### config.mk
export PLATFORM = sky130hd
export DESIGN_NAME = pgc_top
export DESIGN_NICKNAME = d
export VERILOG_FILES = /design/src/rtl/pgc_pkg.sv /design/src/rtl/pgc_err_tally.sv /design/src/rtl/pgc_payload_src.sv /design/src/rtl/pgc_top.sv
export SDC_FILE = /design/constraint.sdc
export NUM_CORES = 1
export LEC_CHECK = 0
export BUFFER_PORTS_ARGS = -buffer_cell sky130_fd_sc_hd__buf_2
export CAP_MARGIN = 20
export CELL_PAD_IN_SITES_DETAIL_PLACEMENT = 1
export CELL_PAD_IN_SITES_GLOBAL_PLACEMENT = 1
export CORE_AREA = 3 3 194 158
export DETAILED_ROUTE_END_ITERATION = 8
export DIE_AREA = 0 0 197 161
export PLACE_DENSITY = 0.89
export SLEW_MARGIN = 15
export SYNTH_ARGS = -nofsm -noshare
export SYNTH_HDL_FRONTEND = slang
export SYNTH_SLANG_ARGS = --single-unit
### constraint.sdc
create_clock -name pclk -period 5.9 [get_ports pclk]
set_input_delay 1.18 -clock pclk [delete_from_list [all_inputs] [get_ports pclk]]
set_output_delay 1.18 -clock pclk [all_outputs]
set_load 0.05 [all_outputs]
### src/rtl/pgc_pkg.sv
// Shared constants, types and helpers for the packet generator configuration block
`default_nettype none
package pgc_pkg;

  // Register indices; the byte address on the bus is four times the index
  localparam logic [11:0] IDX_STATUS   = 12'h620;
  localparam logic [11:0] IDX_TALLY_LO = 12'h622;
  localparam logic [11:0] IDX_TALLY_HI = 12'h623;
  localparam logic [11:0] IDX_GEN_CTRL = 12'h624;
  localparam logic [11:0] IDX_PAT_LO   = 12'h625;
  localparam logic [11:0] IDX_PAT_MID  = 12'h626;
  localparam logic [11:0] IDX_PAT_HI   = 12'h627;
  localparam logic [11:0] IDX_CHK_CTRL = 12'h01B;
  localparam logic [11:0] IDX_GEN_CMD  = 12'h630;

  localparam logic [15:0] GEN_CTRL_RST = 16'h5511;
  localparam logic [15:0] PAT_RST      = 16'h0000;

  localparam int GC_FILL_LSB     = 8;
  localparam int GC_MODE_LSB     = 6;
  localparam int GC_VLD_LSB      = 3;
  localparam int GC_CNT_LSB      = 0;
  localparam int CHK_CLR_ALL_BIT = 15;
  localparam int CHK_CLR_CNT_BIT = 14;
  localparam int ST_DONE_BIT     = 12;
  localparam int ST_BUSY_BIT     = 11;
  localparam int ST_FOV_BIT      = 10;
  localparam int ST_BOV_BIT      = 9;
  localparam int CMD_START_BIT   = 0;
  localparam int CMD_STOP_BIT    = 1;

  localparam logic [2:0]  PAT_MAX_BYTES    = 3'h6;
  localparam logic [2:0]  CNT_CONT         = 3'h7;
  localparam logic [1:0]  MODE_INC         = 2'h0;
  localparam logic [1:0]  MODE_FIX         = 2'h1;
  localparam logic [1:0]  SUM_LAST         = 2'h3;
  localparam logic [14:0] LFSR_SEED        = 15'h7FFF;
  localparam int          PAYLOAD_LEN_DFLT = 46;
  localparam int          TALLY_W          = 32;
  localparam int          FRAME_W          = 16;

  typedef enum logic [1:0] {ST_IDLE, ST_PAT, ST_PAY, ST_SUM} pgc_state_t;

  typedef struct packed {
    pgc_state_t st;
    logic [7:0] idx;
  } pgc_pos_t;

  typedef struct packed {
    logic [7:0] data;
    logic       last;
  } pgc_tx_t;

  typedef struct packed {
    logic err;
    logic last;
  } pgc_rx_t;

  // Frames per burst for codes 0..6; code 7 never ends
  function automatic logic [19:0] frame_limit(input logic [2:0] code);
    case (code)
      3'h0:    frame_limit = 20'h00001;
      3'h1:    frame_limit = 20'h0000A;
      3'h2:    frame_limit = 20'h00064;
      3'h3:    frame_limit = 20'h003E8;
      3'h4:    frame_limit = 20'h02710;
      3'h5:    frame_limit = 20'h186A0;
      3'h6:    frame_limit = 20'hF4240;
      default: frame_limit = 20'hFFFFF;
    endcase
  endfunction : frame_limit

  // Eight steps of x^15 + x^14 + 1
  function automatic logic [14:0] prbs_step8(input logic [14:0] l);
    logic [14:0] v;
    v = l;
    for (int i = 0; i < 8; i++)
    begin
      v = {v[13:0], v[14] ^ v[13]};
    end
    prbs_step8 = v;
  endfunction : prbs_step8

endpackage : pgc_pkg
`default_nettype wire

### src/rtl/pgc_err_tally.sv
// Errored-byte tally and received frame counter with overflow flags
`timescale 1ns/1ps
`default_nettype none
module pgc_err_tally
  import pgc_pkg::*;
#(
  parameter int TW = TALLY_W,
  parameter int FW = FRAME_W
)
(
  input  wire logic          pclk,
  input  wire logic          presetn,
  input  wire logic          rx_valid,
  input  wire pgc_rx_t       rx,
  input  wire logic          clr_tally,
  input  wire logic          clr_ov,
  output logic      [TW-1:0] tally,
  output logic               byte_ov,
  output logic               frame_tally_overflow
);

  typedef struct packed {
    logic [TW-1:0] tally;
    logic [FW-1:0] frames;
    logic          bov;
    logic          fov;
  } pgc_tly_st_t;

  pgc_tly_st_t   state_r;
  pgc_tly_st_t   state_nxt;
  logic [TW-1:0] tbase;

  always_comb
  begin
    state_nxt = state_r;
    // clear, then count
    tbase = clr_tally ? '0 : state_r.tally;
    state_nxt.tally = tbase;
    // overflow clear
    if (clr_ov)
    begin
      state_nxt.bov = 1'h0;
      state_nxt.fov = 1'h0;
    end
    if (rx_valid && rx.err)
    begin
      if (&tbase)
        state_nxt.bov = 1'h1;
      else
        state_nxt.tally = tbase + 1'h1;
    end
    if (rx_valid && rx.last)
    begin
      state_nxt.frames = state_r.frames + 1'h1;
      if (&state_r.frames)
        state_nxt.fov = 1'h1;
    end
  end

  always_ff @(posedge pclk or negedge presetn)
  begin
    if (!presetn)
      state_r <= '0;
    else
      state_r <= state_nxt;
  end

  assign tally                = state_r.tally;
  assign byte_ov              = state_r.bov;
  assign frame_tally_overflow = state_r.fov;

  property p_tally_clear;
    @(posedge pclk) disable iff (!presetn)
    (clr_tally && !(rx_valid && rx.err)) |=> (tally == '0);
  endproperty
  a_tally_clear: assert property (p_tally_clear) else $error("tally not cleared by checker control");

  property p_ov_clear;
    @(posedge pclk) disable iff (!presetn)
    (clr_ov && !rx_valid) |=> (!byte_ov && !frame_tally_overflow);
  endproperty
  a_ov_clear: assert property (p_ov_clear) else $error("overflow flags not cleared");

endmodule : pgc_err_tally
`default_nettype wire

### src/rtl/pgc_payload_src.sv
// Payload byte source: incrementing, fixed fill or pseudo-random
`timescale 1ns/1ps
`default_nettype none
module pgc_payload_src
  import pgc_pkg::*;
(
  input  wire logic       pclk,
  input  wire logic       presetn,
  input  wire logic [1:0] mode,
  input  wire logic [7:0] fill,
  input  wire logic       advance,
  output logic      [7:0] byte_o
);

  typedef struct packed {
    logic [7:0]  inc;
    logic [14:0] lfsr;
  } pgc_src_st_t;

  pgc_src_st_t state_r;
  pgc_src_st_t state_nxt;

  always_comb
  begin
    state_nxt = state_r;
    if (advance)
    begin
      state_nxt.inc  = state_r.inc + 8'h01;
      state_nxt.lfsr = prbs_step8(state_r.lfsr);
    end
  end

  always_ff @(posedge pclk or negedge presetn)
  begin
    if (!presetn)
      state_r <= '{inc: 8'h00, lfsr: LFSR_SEED};
    else
      state_r <= state_nxt;
  end

  // mode select
  assign byte_o = (mode == MODE_INC) ? state_r.inc :
                  (mode == MODE_FIX) ? fill : state_r.lfsr[7:0];

  property p_inc_step;
    @(posedge pclk) disable iff (!presetn)
    (advance && mode == MODE_INC) ##1 (mode == MODE_INC) |-> byte_o == 8'($past(byte_o) + 8'h01);
  endproperty
  a_inc_step: assert property (p_inc_step) else $error("incrementing payload did not step by one");

endmodule : pgc_payload_src
`default_nettype wire

### src/rtl/pgc_top.sv
// Packet generator configuration, status registers and frame sequencer
//
// How it works
// The upper half of the 32-bit errored-byte tally reads as its own register word.
// Writing a one to bit 15 or bit 14 of the checker control word zeroes the tally.
// The upper byte of the generator control word is the fill byte sent in fixed mode, reset 0x55.
// Payload type 0 sends incrementing bytes, 1 the fill byte, 2 and 3 pseudo-random bytes.
// A three-bit field gives the valid pattern bytes per frame, at most six, reset two.
// A three-bit burst code sends 1 to 1000000 frames in decades, code 7 without end, reset 1.
// Pattern bits 15..0 sit in a read/write word that resets to zero.
// Pattern bits 31..16 sit in a second read/write word that resets to zero.
// Pattern bits 47..32 sit in a third writable word, completing 48 bits.
// A read-only done flag rises once every frame of the burst has left with its checksum.
// Setting bit 15 of the checker control word also clears the overflow flags.
// Pattern bytes lead each frame from the least significant byte; extra bytes are ignored.
`timescale 1ns/1ps
`default_nettype none
module pgc_top
  import pgc_pkg::*;
#(
  parameter int ADDR_W      = 16,
  parameter int PAYLOAD_LEN = PAYLOAD_LEN_DFLT
)
(
  input  wire logic              pclk,
  input  wire logic              presetn,
  input  wire logic [ADDR_W-1:0] paddr,
  input  wire logic              psel,
  input  wire logic              penable,
  input  wire logic              pwrite,
  input  wire logic [31:0]       pwdata,
  input  wire logic [3:0]        pstrb,
  output logic      [31:0]       prdata,
  output logic                   pready,
  output logic                   pslverr,
  output logic                   tx_valid,
  input  wire logic              tx_ready,
  output pgc_tx_t                tx,
  input  wire logic              rx_valid,
  input  wire pgc_rx_t           rx
);

  typedef struct packed {
    pgc_state_t  st;
    logic [7:0]  idx;
    logic [19:0] frames;
    logic [31:0] sum;
    logic [7:0]  byte_r;
    logic        last;
    logic        done;
    logic [15:0] gen_ctrl;
    logic [15:0] pat_lo;
    logic [15:0] pat_mid;
    logic [15:0] pat_hi;
    logic [31:0] prdata;
    logic        pslverr;
  } pgc_top_st_t;

  typedef struct packed {
    logic [7:0]  b;
    logic [31:0] sum;
    logic        last;
    logic        adv;
  } pgc_ld_t;

  pgc_top_st_t          state_r;
  pgc_top_st_t          state_nxt;
  logic [11:0]          idx_a;
  logic                 addr_ok;
  logic                 wr_hit;
  logic                 start_cmd;
  logic                 stop_cmd;
  logic                 clr_tally;
  logic                 clr_ov;
  logic                 accept;
  logic                 busy;
  logic [7:0]           fill;
  logic [1:0]           mode;
  logic [2:0]           vld;
  logic [2:0]           npat;
  logic [2:0]           cnt_code;
  logic [47:0]          pat48;
  logic [7:0]           pay_byte;
  logic [TALLY_W-1:0]   tally;
  logic                 byte_ov;
  logic                 frame_ov;
  logic [15:0]          rd_word;
  logic [19:0]          nfr;
  pgc_pos_t             pos;
  logic [31:0]          base;
  logic                 go;
  pgc_ld_t              ld;
  logic                 src_adv;
  logic                 ld_pat;
  logic                 ld_pay;
  logic [7:0]           pat_sel;

  // Byte-lane merge of a bus write into a 16-bit word
  function automatic logic [15:0] merge16(input logic [15:0] old, input logic [31:0] wd, input logic [3:0] st);
    merge16 = old;
    if (st[0])
      merge16[7:0] = wd[7:0];
    if (st[1])
      merge16[15:8] = wd[15:8];
  endfunction : merge16

  function automatic logic is_mapped(input logic [11:0] i);
    case (i)
      IDX_STATUS, IDX_TALLY_LO, IDX_TALLY_HI, IDX_GEN_CTRL, IDX_PAT_LO,
      IDX_PAT_MID, IDX_PAT_HI, IDX_CHK_CTRL, IDX_GEN_CMD: is_mapped = 1'h1;
      default: is_mapped = 1'h0;
    endcase
  endfunction : is_mapped

  // a frame opens with pattern bytes only if any are valid
  function automatic pgc_pos_t first_pos(input logic [2:0] np);
    first_pos.st  = (np != 3'h0) ? ST_PAT : ST_PAY;
    first_pos.idx = 8'h00;
  endfunction : first_pos

  function automatic pgc_pos_t next_pos(input pgc_pos_t p, input logic [2:0] np);
    next_pos = p;
    case (p.st)
      ST_PAT:
      begin
        if (p.idx + 8'h01 < {5'h00, np})
          next_pos.idx = p.idx + 8'h01;
        else
          next_pos = '{st: ST_PAY, idx: 8'h00};
      end
      ST_PAY:
      begin
        if (p.idx + 8'h01 < 8'(PAYLOAD_LEN))
          next_pos.idx = p.idx + 8'h01;
        else
          next_pos = '{st: ST_SUM, idx: 8'h00};
      end
      ST_SUM:  next_pos.idx = p.idx + 8'h01;
      default: next_pos = first_pos(np);
    endcase
  endfunction : next_pos

  // Byte that a position carries; the checksum goes out most significant byte first
  function automatic pgc_ld_t load_pos(input pgc_pos_t p, input logic [31:0] bs, input logic [47:0] pt,
                                       input logic [7:0] pb);
    pgc_ld_t r;
    r = '0;
    r.sum = bs;
    case (p.st)
      ST_PAT:
      begin
        r.b   = 8'(pt >> {p.idx, 3'h0});
        r.sum = bs + {24'h000000, r.b};
      end
      ST_PAY:
      begin
        r.b   = pb;
        r.sum = bs + {24'h000000, pb};
        r.adv = 1'h1;
      end
      ST_SUM:
      begin
        r.b    = 8'(bs >> {~p.idx[1:0], 3'h0});
        r.last = (p.idx[1:0] == SUM_LAST);
      end
      default: r = '0;
    endcase
    load_pos = r;
  endfunction : load_pos

  assign idx_a    = paddr[13:2];
  assign addr_ok  = (paddr[1:0] == 2'h0) && (paddr[ADDR_W-1:14] == '0) && is_mapped(idx_a);
  assign wr_hit   = psel && penable && pwrite && addr_ok;
  assign start_cmd = wr_hit && idx_a == IDX_GEN_CMD && pstrb[0] && pwdata[CMD_START_BIT];
  assign stop_cmd  = wr_hit && idx_a == IDX_GEN_CMD && pstrb[0] && pwdata[CMD_STOP_BIT];
  // either top bit clears the tally
  assign clr_tally = wr_hit && idx_a == IDX_CHK_CTRL && pstrb[1] &&
                     (pwdata[CHK_CLR_ALL_BIT] || pwdata[CHK_CLR_CNT_BIT]);
  // only the top bit clears the overflow flags
  assign clr_ov    = wr_hit && idx_a == IDX_CHK_CTRL && pstrb[1] && pwdata[CHK_CLR_ALL_BIT];

  assign fill     = state_r.gen_ctrl[GC_FILL_LSB +: 8];
  assign mode     = state_r.gen_ctrl[GC_MODE_LSB +: 2];
  assign vld      = state_r.gen_ctrl[GC_VLD_LSB +: 3];
  assign cnt_code = state_r.gen_ctrl[GC_CNT_LSB +: 3];
  // counts above six are held at six
  assign npat     = (vld > PAT_MAX_BYTES) ? PAT_MAX_BYTES : vld;
  assign pat48    = {state_r.pat_hi, state_r.pat_mid, state_r.pat_lo};
  assign busy     = (state_r.st != ST_IDLE);
  assign accept   = busy && tx_ready;

  always_comb
  begin
    state_nxt = state_r;
    rd_word   = 16'h0000;
    nfr       = state_r.frames + 20'h00001;
    pos       = first_pos(npat);
    base      = 32'h00000000;
    go        = 1'h0;

    if (wr_hit)
    begin
      case (idx_a)
        IDX_GEN_CTRL: state_nxt.gen_ctrl = merge16(state_r.gen_ctrl, pwdata, pstrb);
        // low pattern word
        IDX_PAT_LO:   state_nxt.pat_lo   = merge16(state_r.pat_lo, pwdata, pstrb);
        // middle pattern word
        IDX_PAT_MID:  state_nxt.pat_mid  = merge16(state_r.pat_mid, pwdata, pstrb);
        // top pattern word
        IDX_PAT_HI:   state_nxt.pat_hi   = merge16(state_r.pat_hi, pwdata, pstrb);
        default:      ;
      endcase
    end

    case (idx_a)
      IDX_STATUS:
      begin
        rd_word[ST_DONE_BIT] = state_r.done;
        rd_word[ST_BUSY_BIT] = busy;
        rd_word[ST_FOV_BIT]  = frame_ov;
        rd_word[ST_BOV_BIT]  = byte_ov;
      end
      IDX_TALLY_LO: rd_word = tally[15:0];
      // upper tally half
      IDX_TALLY_HI: rd_word = tally[31:16];
      IDX_GEN_CTRL: rd_word = state_r.gen_ctrl;
      IDX_PAT_LO:   rd_word = state_r.pat_lo;
      IDX_PAT_MID:  rd_word = state_r.pat_mid;
      IDX_PAT_HI:   rd_word = state_r.pat_hi;
      default:      rd_word = 16'h0000;
    endcase

    // Read data and error are captured in the setup cycle
    if (psel && !penable)
    begin
      state_nxt.prdata  = {16'h0000, rd_word};
      state_nxt.pslverr = !addr_ok;
    end

    if (start_cmd && !busy)
    begin
      go               = 1'h1;
      state_nxt.frames = 20'h00000;
      state_nxt.done   = 1'h0;
    end
    else if (accept)
    begin
      if (state_r.last)
      begin
        state_nxt.frames = nfr;
        // burst ends after the coded frame count
        if (cnt_code != CNT_CONT && nfr == frame_limit(cnt_code))
        begin
          state_nxt.st   = ST_IDLE;
          state_nxt.last = 1'h0;
          // done once the last checksum byte is taken
          state_nxt.done = 1'h1;
        end
        else
        begin
          go = 1'h1;
        end
      end
      else
      begin
        go   = 1'h1;
        pos  = next_pos('{st: state_r.st, idx: state_r.idx}, npat);
        base = state_r.sum;
      end
    end

    // pattern bytes go out least significant first
    ld = load_pos(pos, base, pat48, pay_byte);
    if (go)
    begin
      state_nxt.st     = pos.st;
      state_nxt.idx    = pos.idx;
      state_nxt.byte_r = ld.b;
      state_nxt.sum    = ld.sum;
      state_nxt.last   = ld.last;
    end
    if (stop_cmd)
    begin
      state_nxt.st   = ST_IDLE;
      state_nxt.last = 1'h0;
    end
  end

  assign src_adv = go && ld.adv;
  assign ld_pat  = go && pos.st == ST_PAT;
  assign ld_pay  = go && pos.st == ST_PAY;
  assign pat_sel = 8'(pat48 >> {pos.idx, 3'h0});

  always_ff @(posedge pclk or negedge presetn)
  begin
    if (!presetn)
    begin
      state_r          <= '0;
      state_r.st       <= ST_IDLE;
      // fill 0x55, fixed reset word
      state_r.gen_ctrl <= GEN_CTRL_RST;
      state_r.pat_lo   <= PAT_RST;
      state_r.pat_mid  <= PAT_RST;
      state_r.pat_hi   <= PAT_RST;
    end
    else
    begin
      state_r <= state_nxt;
    end
  end

  pgc_payload_src u_src (
    .pclk    (pclk),
    .presetn (presetn),
    .mode    (mode),
    .fill    (fill),
    .advance (src_adv),
    .byte_o  (pay_byte)
  );

  pgc_err_tally #(
    .TW (TALLY_W),
    .FW (FRAME_W)
  ) u_tally (
    .pclk                 (pclk),
    .presetn              (presetn),
    .rx_valid             (rx_valid),
    .rx                   (rx),
    .clr_tally            (clr_tally),
    .clr_ov               (clr_ov),
    .tally                (tally),
    .byte_ov              (byte_ov),
    .frame_tally_overflow (frame_ov)
  );

  assign prdata   = state_r.prdata;
  assign pslverr  = state_r.pslverr;
  assign pready   = 1'h1;
  assign tx_valid = busy;
  // One driver for the whole byte-stream struct
  assign tx       = '{data: state_r.byte_r, last: state_r.last};

  property p_tally_hi_read;
    @(posedge pclk) disable iff (!presetn)
    (psel && !penable && addr_ok && idx_a == IDX_TALLY_HI) |=> (prdata == {16'h0000, $past(tally[31:16])});
  endproperty
  a_tally_hi_read: assert property (p_tally_hi_read) else $error("upper tally read mismatch");

  property p_fill_sent;
    @(posedge pclk) disable iff (!presetn)
    (ld_pay && mode == MODE_FIX) |=> (tx.data == $past(fill));
  endproperty
  a_fill_sent: assert property (p_fill_sent) else $error("fixed mode did not send the fill byte");

  property p_pat_bound;
    @(posedge pclk) disable iff (!presetn)
    (state_r.st == ST_PAT) |-> (state_r.idx < 8'h06 && state_r.idx < {5'h00, npat});
  endproperty
  a_pat_bound: assert property (p_pat_bound) else $error("pattern byte beyond valid count");

  property p_burst_end;
    @(posedge pclk) disable iff (!presetn)
    (accept && tx.last && !stop_cmd && cnt_code != CNT_CONT &&
     state_r.frames + 20'h00001 == frame_limit(cnt_code)) |=> (state_r.done && !tx_valid);
  endproperty
  a_burst_end: assert property (p_burst_end) else $error("burst did not end at its frame count");

  property p_endless;
    @(posedge pclk) disable iff (!presetn)
    (tx_valid && cnt_code == CNT_CONT && !stop_cmd) |=> tx_valid;
  endproperty
  a_endless: assert property (p_endless) else $error("endless burst stopped");

  property p_pat_lo_wr;
    @(posedge pclk) disable iff (!presetn)
    (wr_hit && idx_a == IDX_PAT_LO && pstrb[1:0] == 2'h3) |=> (state_r.pat_lo == $past(pwdata[15:0]));
  endproperty
  a_pat_lo_wr: assert property (p_pat_lo_wr) else $error("low pattern word not written");

  property p_pat_mid_lane;
    @(posedge pclk) disable iff (!presetn)
    (wr_hit && idx_a == IDX_PAT_MID && pstrb[1:0] == 2'h2) |=>
      (state_r.pat_mid == {$past(pwdata[15:8]), $past(state_r.pat_mid[7:0])});
  endproperty
  a_pat_mid_lane: assert property (p_pat_mid_lane) else $error("middle pattern lane write wrong");

  property p_pat_hi_wr;
    @(posedge pclk) disable iff (!presetn)
    (wr_hit && idx_a == IDX_PAT_HI && pstrb[1:0] == 2'h3) ##2 (psel && !penable && idx_a == IDX_PAT_HI)
      |=> (prdata[15:0] == $past(pwdata[15:0], 3));
  endproperty
  a_pat_hi_wr: assert property (p_pat_hi_wr) else $error("top pattern word readback wrong");

  property p_done_cause;
    @(posedge pclk) disable iff (!presetn)
    $rose(state_r.done) |-> $past(accept && tx.last);
  endproperty
  a_done_cause: assert property (p_done_cause) else $error("done rose without a final checksum byte");

  property p_pat_order;
    @(posedge pclk) disable iff (!presetn)
    (ld_pat && !stop_cmd) |=> (tx.data == $past(pat_sel) && state_r.st == ST_PAT);
  endproperty
  a_pat_order: assert property (p_pat_order) else $error("pattern byte out of order");

endmodule : pgc_top
`default_nettype wire

==> results.md <==
- CTS tree: yes
- Post-CTS Hold Buffers: 0
- CP endpoint kind: register
- Die X: 197 um
- Sw Ratio: 0.3365
- Library cells used by synthesis: 96
- Switching Power: approximately 1500 uW
- Setup violations, final: 0
- Clk network pwr share: 0.380
- Row cnt: 56
- Cells after Synth: 1476
- TritonCTS Buffers: 25
- Max Root-Sink Buffers: 3
- DRC viols: 0
- Top-level port count: between 100 and 150
- Post-Route WL: 43780 um
- Die H: ~160 um
- Wire length per cell: 23.04 um
- Synthesized flop and latch total: between 200 and 250
- Tightest Pin Transition: about 0.95 ns
- PortBufs: 69
- Period utilization: 0.9369
- Final std cells w/o fill: 1900
- Vias in the first global route: 12440
- CP required: 6.34 ns
- Starting Density: 0.4748
- Maximum clock rate: 180.9 MHz
- Slew HR: 0.3588
- Initial DRC Count: 876
- Vias: roughly 12000
- Layout area overhead: 10.20%
- Clock root buffer: clkbuf_16
- Gate power share: 0.219
- Power per Cell Area: 290.5 mW/mm^2
- Crit-path max FO: 6
- Synth area leader: dfrtp_1
- Worst skew pair latency: 0.56 ns
- Syn_area_per_cell: 9.331 um^2
- Seq pwr share: 0.401
- Ranking of synthesized cells by area: dfrtp_1 (37%), mux2_2 (6.4%), nand2_1 (5.1%)
- Drt pass-1 iters: 6
- Crit start category: register
- Fin Setup TNS: 0 ns
- Area occupied by multi-input gates: 0.007410 mm^2
- ANT nets after route: 0
- GRT Total Usage: 0.2741
- Min Tclk post-route: 5.528 ns
- Leakage: 0.006757 uW
- WHS: 0.4766 ns
- Netlist area before placement: 0.01377 mm^2
- Clk sinks: 226
- Status: finished clean
- Synth warn: 0
- Internal power: 2925 uW
- Max Cap Viol: 0
- Post-Place Cells: 1851
- Share of the synthesized area in the top cell type: 0.3725
- First-pass GRT wire length: about 70000 um
- Ys flop type: dfrtp_1
- Max VDD drop: 0.0002502 V
- Clock Pin Slew Worst Setup and Hold Paths: 0.06 ns
- RePlAce Congestion: around 0.90
- Final hold viol count: 0
- CTS H-Tree Depth: 1
- CP arrival: 5.96 ns
- DP Area: about 0.014 mm^2
- Via-to-Cell Ratio: 6.229
- Core area: around 0.029 mm^2
- Number of synthesized flops with an enable pin: 0
- Initial antenna violation count: 2
- Largest net degree at the start of global routing: 129
- Layout cells sized above 1: 0.1919
- Register area: 0.005683 mm^2
- Nets@finish: 1585
- # fillers: 3349
- Final instance area: 0.01518 mm^2
- Fin util: 0.5232
- Sequential-to-total area share from yosys stat: 0.4125
- Asr flop ratio synth: 1.000
- Crit Path Class: register to register
- Die area: approximately 0.032 mm^2
- Grt total ovfl: 0
- Max Slew Vio Count: 0
- HP Class: register to register
- RSZ-0062 raised after global routing: false
- Setup Skew: ~0.011 ns
- Dpl hpwl: 31280 um
-- logic make-up (layout without fill, tap and decap cells) --
| logic type | after synthesis | count (layout) | synth area share |
|---|---|---|---|
| buffers and inverters | 149 | 180 | 0.05669 |
| DFF | 226 | 226 | 0.4125 |
| other | 2 | 18 | 0.0005453 |
| xor gates and xnor gates | 111 | 111 | 0.07222 |
| and+or+nand+nor | 541 | 541 | 0.1965 |
| muxes | 114 | 114 | 0.09039 |
| AOI/OAI and AO/OA | 312 | 312 | 0.1515 |
| adders and majority gates | 21 | 21 | 0.01962 |
-- through the flow --
stage / total power (uW) / worst slack (ns)
finish: 4409 / 0.3721
global route: 4588 / 0.01597
CTS: 4417 / 0.08884
detailed placement: 2721 / 0.0001097
global placement: 2648 / 0.3393
floorplan: 2417 / 0.4048
-- path summary, 6_finish.rpt --
path                              start            to  slack (ns)  cells after the start
setup / recovery           state_r[160]  state_r[129]        0.37                     25
hold / removal               prdata[14]    prdata[14]        0.48                      2
setup reg to reg           state_r[160]  state_r[129]        0.37                     25
hold reg to reg              prdata[14]    prdata[14]        0.48                      2
max in group asynchronous       presetn       fill[5]        4.09                      2
min in group asynchronous       presetn  state_r[154]        0.67                      1
-- cell usage after synthesis (all sizes together), types with 12 or more instances --
master and instances:
dfrtp 205, nand2 189, nor2 122, o21ai 112, mux2 80, buf 70
xor2 60, nand3 53, xnor2 50, clkbuf 49, a21oi 43, nor3 40
mux2i 34, a22oi 30, inv 30, nand4 30, a31oi 25, and3 25
a22o 24, dfstp 21, ha 20, a221oi 13, and2 12
-- cells in the final DEF (no fill, tap or decap), drive strengths merged, types with 7 or more instances in the layout --
cell type | synthesis | final
a22oi | 30 | 30
clkinv | 0 | 9
conb | 2 | 17
nor2 | 122 | 122
xnor2 | 50 | 50
a211oi | 8 | 8
nor4 | 11 | 11
clkbuf | 49 | 29
dfstp | 21 | 21
and3 | 25 | 25
o221ai | 8 | 8
xor2 | 60 | 60
and4 | 9 | 9
or3 | 10 | 10
nand3 | 53 | 53
mux2 | 80 | 80
and2 | 12 | 12
a22o | 24 | 24
nand2 | 189 | 189
nand2b | 9 | 9
a221oi | 13 | 13
o21ai | 112 | 112
mux2i | 34 | 34
a21oi | 43 | 43
a31oi | 25 | 25
nor4b | 7 | 7
nand4 | 30 | 30
buf | 70 | 104
inv | 30 | 31
ha | 20 | 20
nor3 | 40 | 40
dfrtp | 205 | 205
-- per-layer routing --
| layer | up-vias | routed length, um | part of all wire | track usage |
|---|---|---|---|---|
| met4 | 2 | 1650 | 0.038 | 0.1043 |
| met1 | 6063 | 18680 | 0.43 | 0.3546 |
| li1 | 5289 | - | - | - |
| met5 | - | 9 | 0.00021 | 0 |
| met2 | 385 | 21150 | 0.48 | 0.4690 |
| met3 | 96 | 2288 | 0.052 | 0.03962 |
-- sequential cells by signal (all words and copies together), names as in the netlist --
register	count
fill	8
u_src.state_r	23
prdata	16
u_tally.frame_tally_overflow	1
mode	2
state_r	66
u_tally.byte_ov	1
u_tally.tally	32
cnt_code	3
tx	9
pslverr	1
pat48	48
u_tally.state_r	16
-- timing repair --
item	4_1_cts	5_1_grt
setup buffers	0	1
endpoints found under the setup margin	0	22
gates resized for setup	0	8
-- critical path, cell delays in order, from the launching register on --
cell and delay [ns]:
dfrtp_2 0.45, ha_1 0.24, xnor2_2 0.23, inv_2 0.06, ha_1 0.30, a21oi_1 0.19
o21ai_2 0.12, o31ai_4 0.29, a22oi_2 0.14, or4_1 0.56, o21ai_0 0.24, nand2_1 0.08
nand2_1 0.08, ha_1 0.18, inv_1 0.06, fa_1 0.40, nor2b_1 0.12, o21ai_0 0.12
a21boi_1 0.19, o21ai_0 0.14, a21oi_1 0.24, o211ai_1 0.19, nor2_2 0.19, nand3_1 0.12
and3_1 0.20, a211o_1 0.26
-- final cells by class --
| cell class | instances | area share |
|---|---|---|
| clock buffers | 29 | 0.04352 |
| clock inverters | 17 | 0.01368 |
| flip-flops and latches | 226 | 0.3744 |
| diodes | 1 | 0.0001649 |
| multi-input cells | 1116 | 0.4882 |
| well taps | 377 | 0.03108 |
| repair buffers | 104 | 0.04155 |
| inverters | 30 | 0.007419 |
-- power groups by stage --
stage | clock network (uW) | logic [uW] | registers [uW]
2_1_floorplan | 0 | 666 | 1750
3_3_place_gp | 0 | 872 | 1780
5_1_grt | 1770 | 1040 | 1780
4_1_cts | 1710 | 945 | 1760
3_5_place_dp | 0 | 933 | 1790
6_report | 1680 | 964 | 1770
Note: power is estimated with default switching activity, not from simulation.
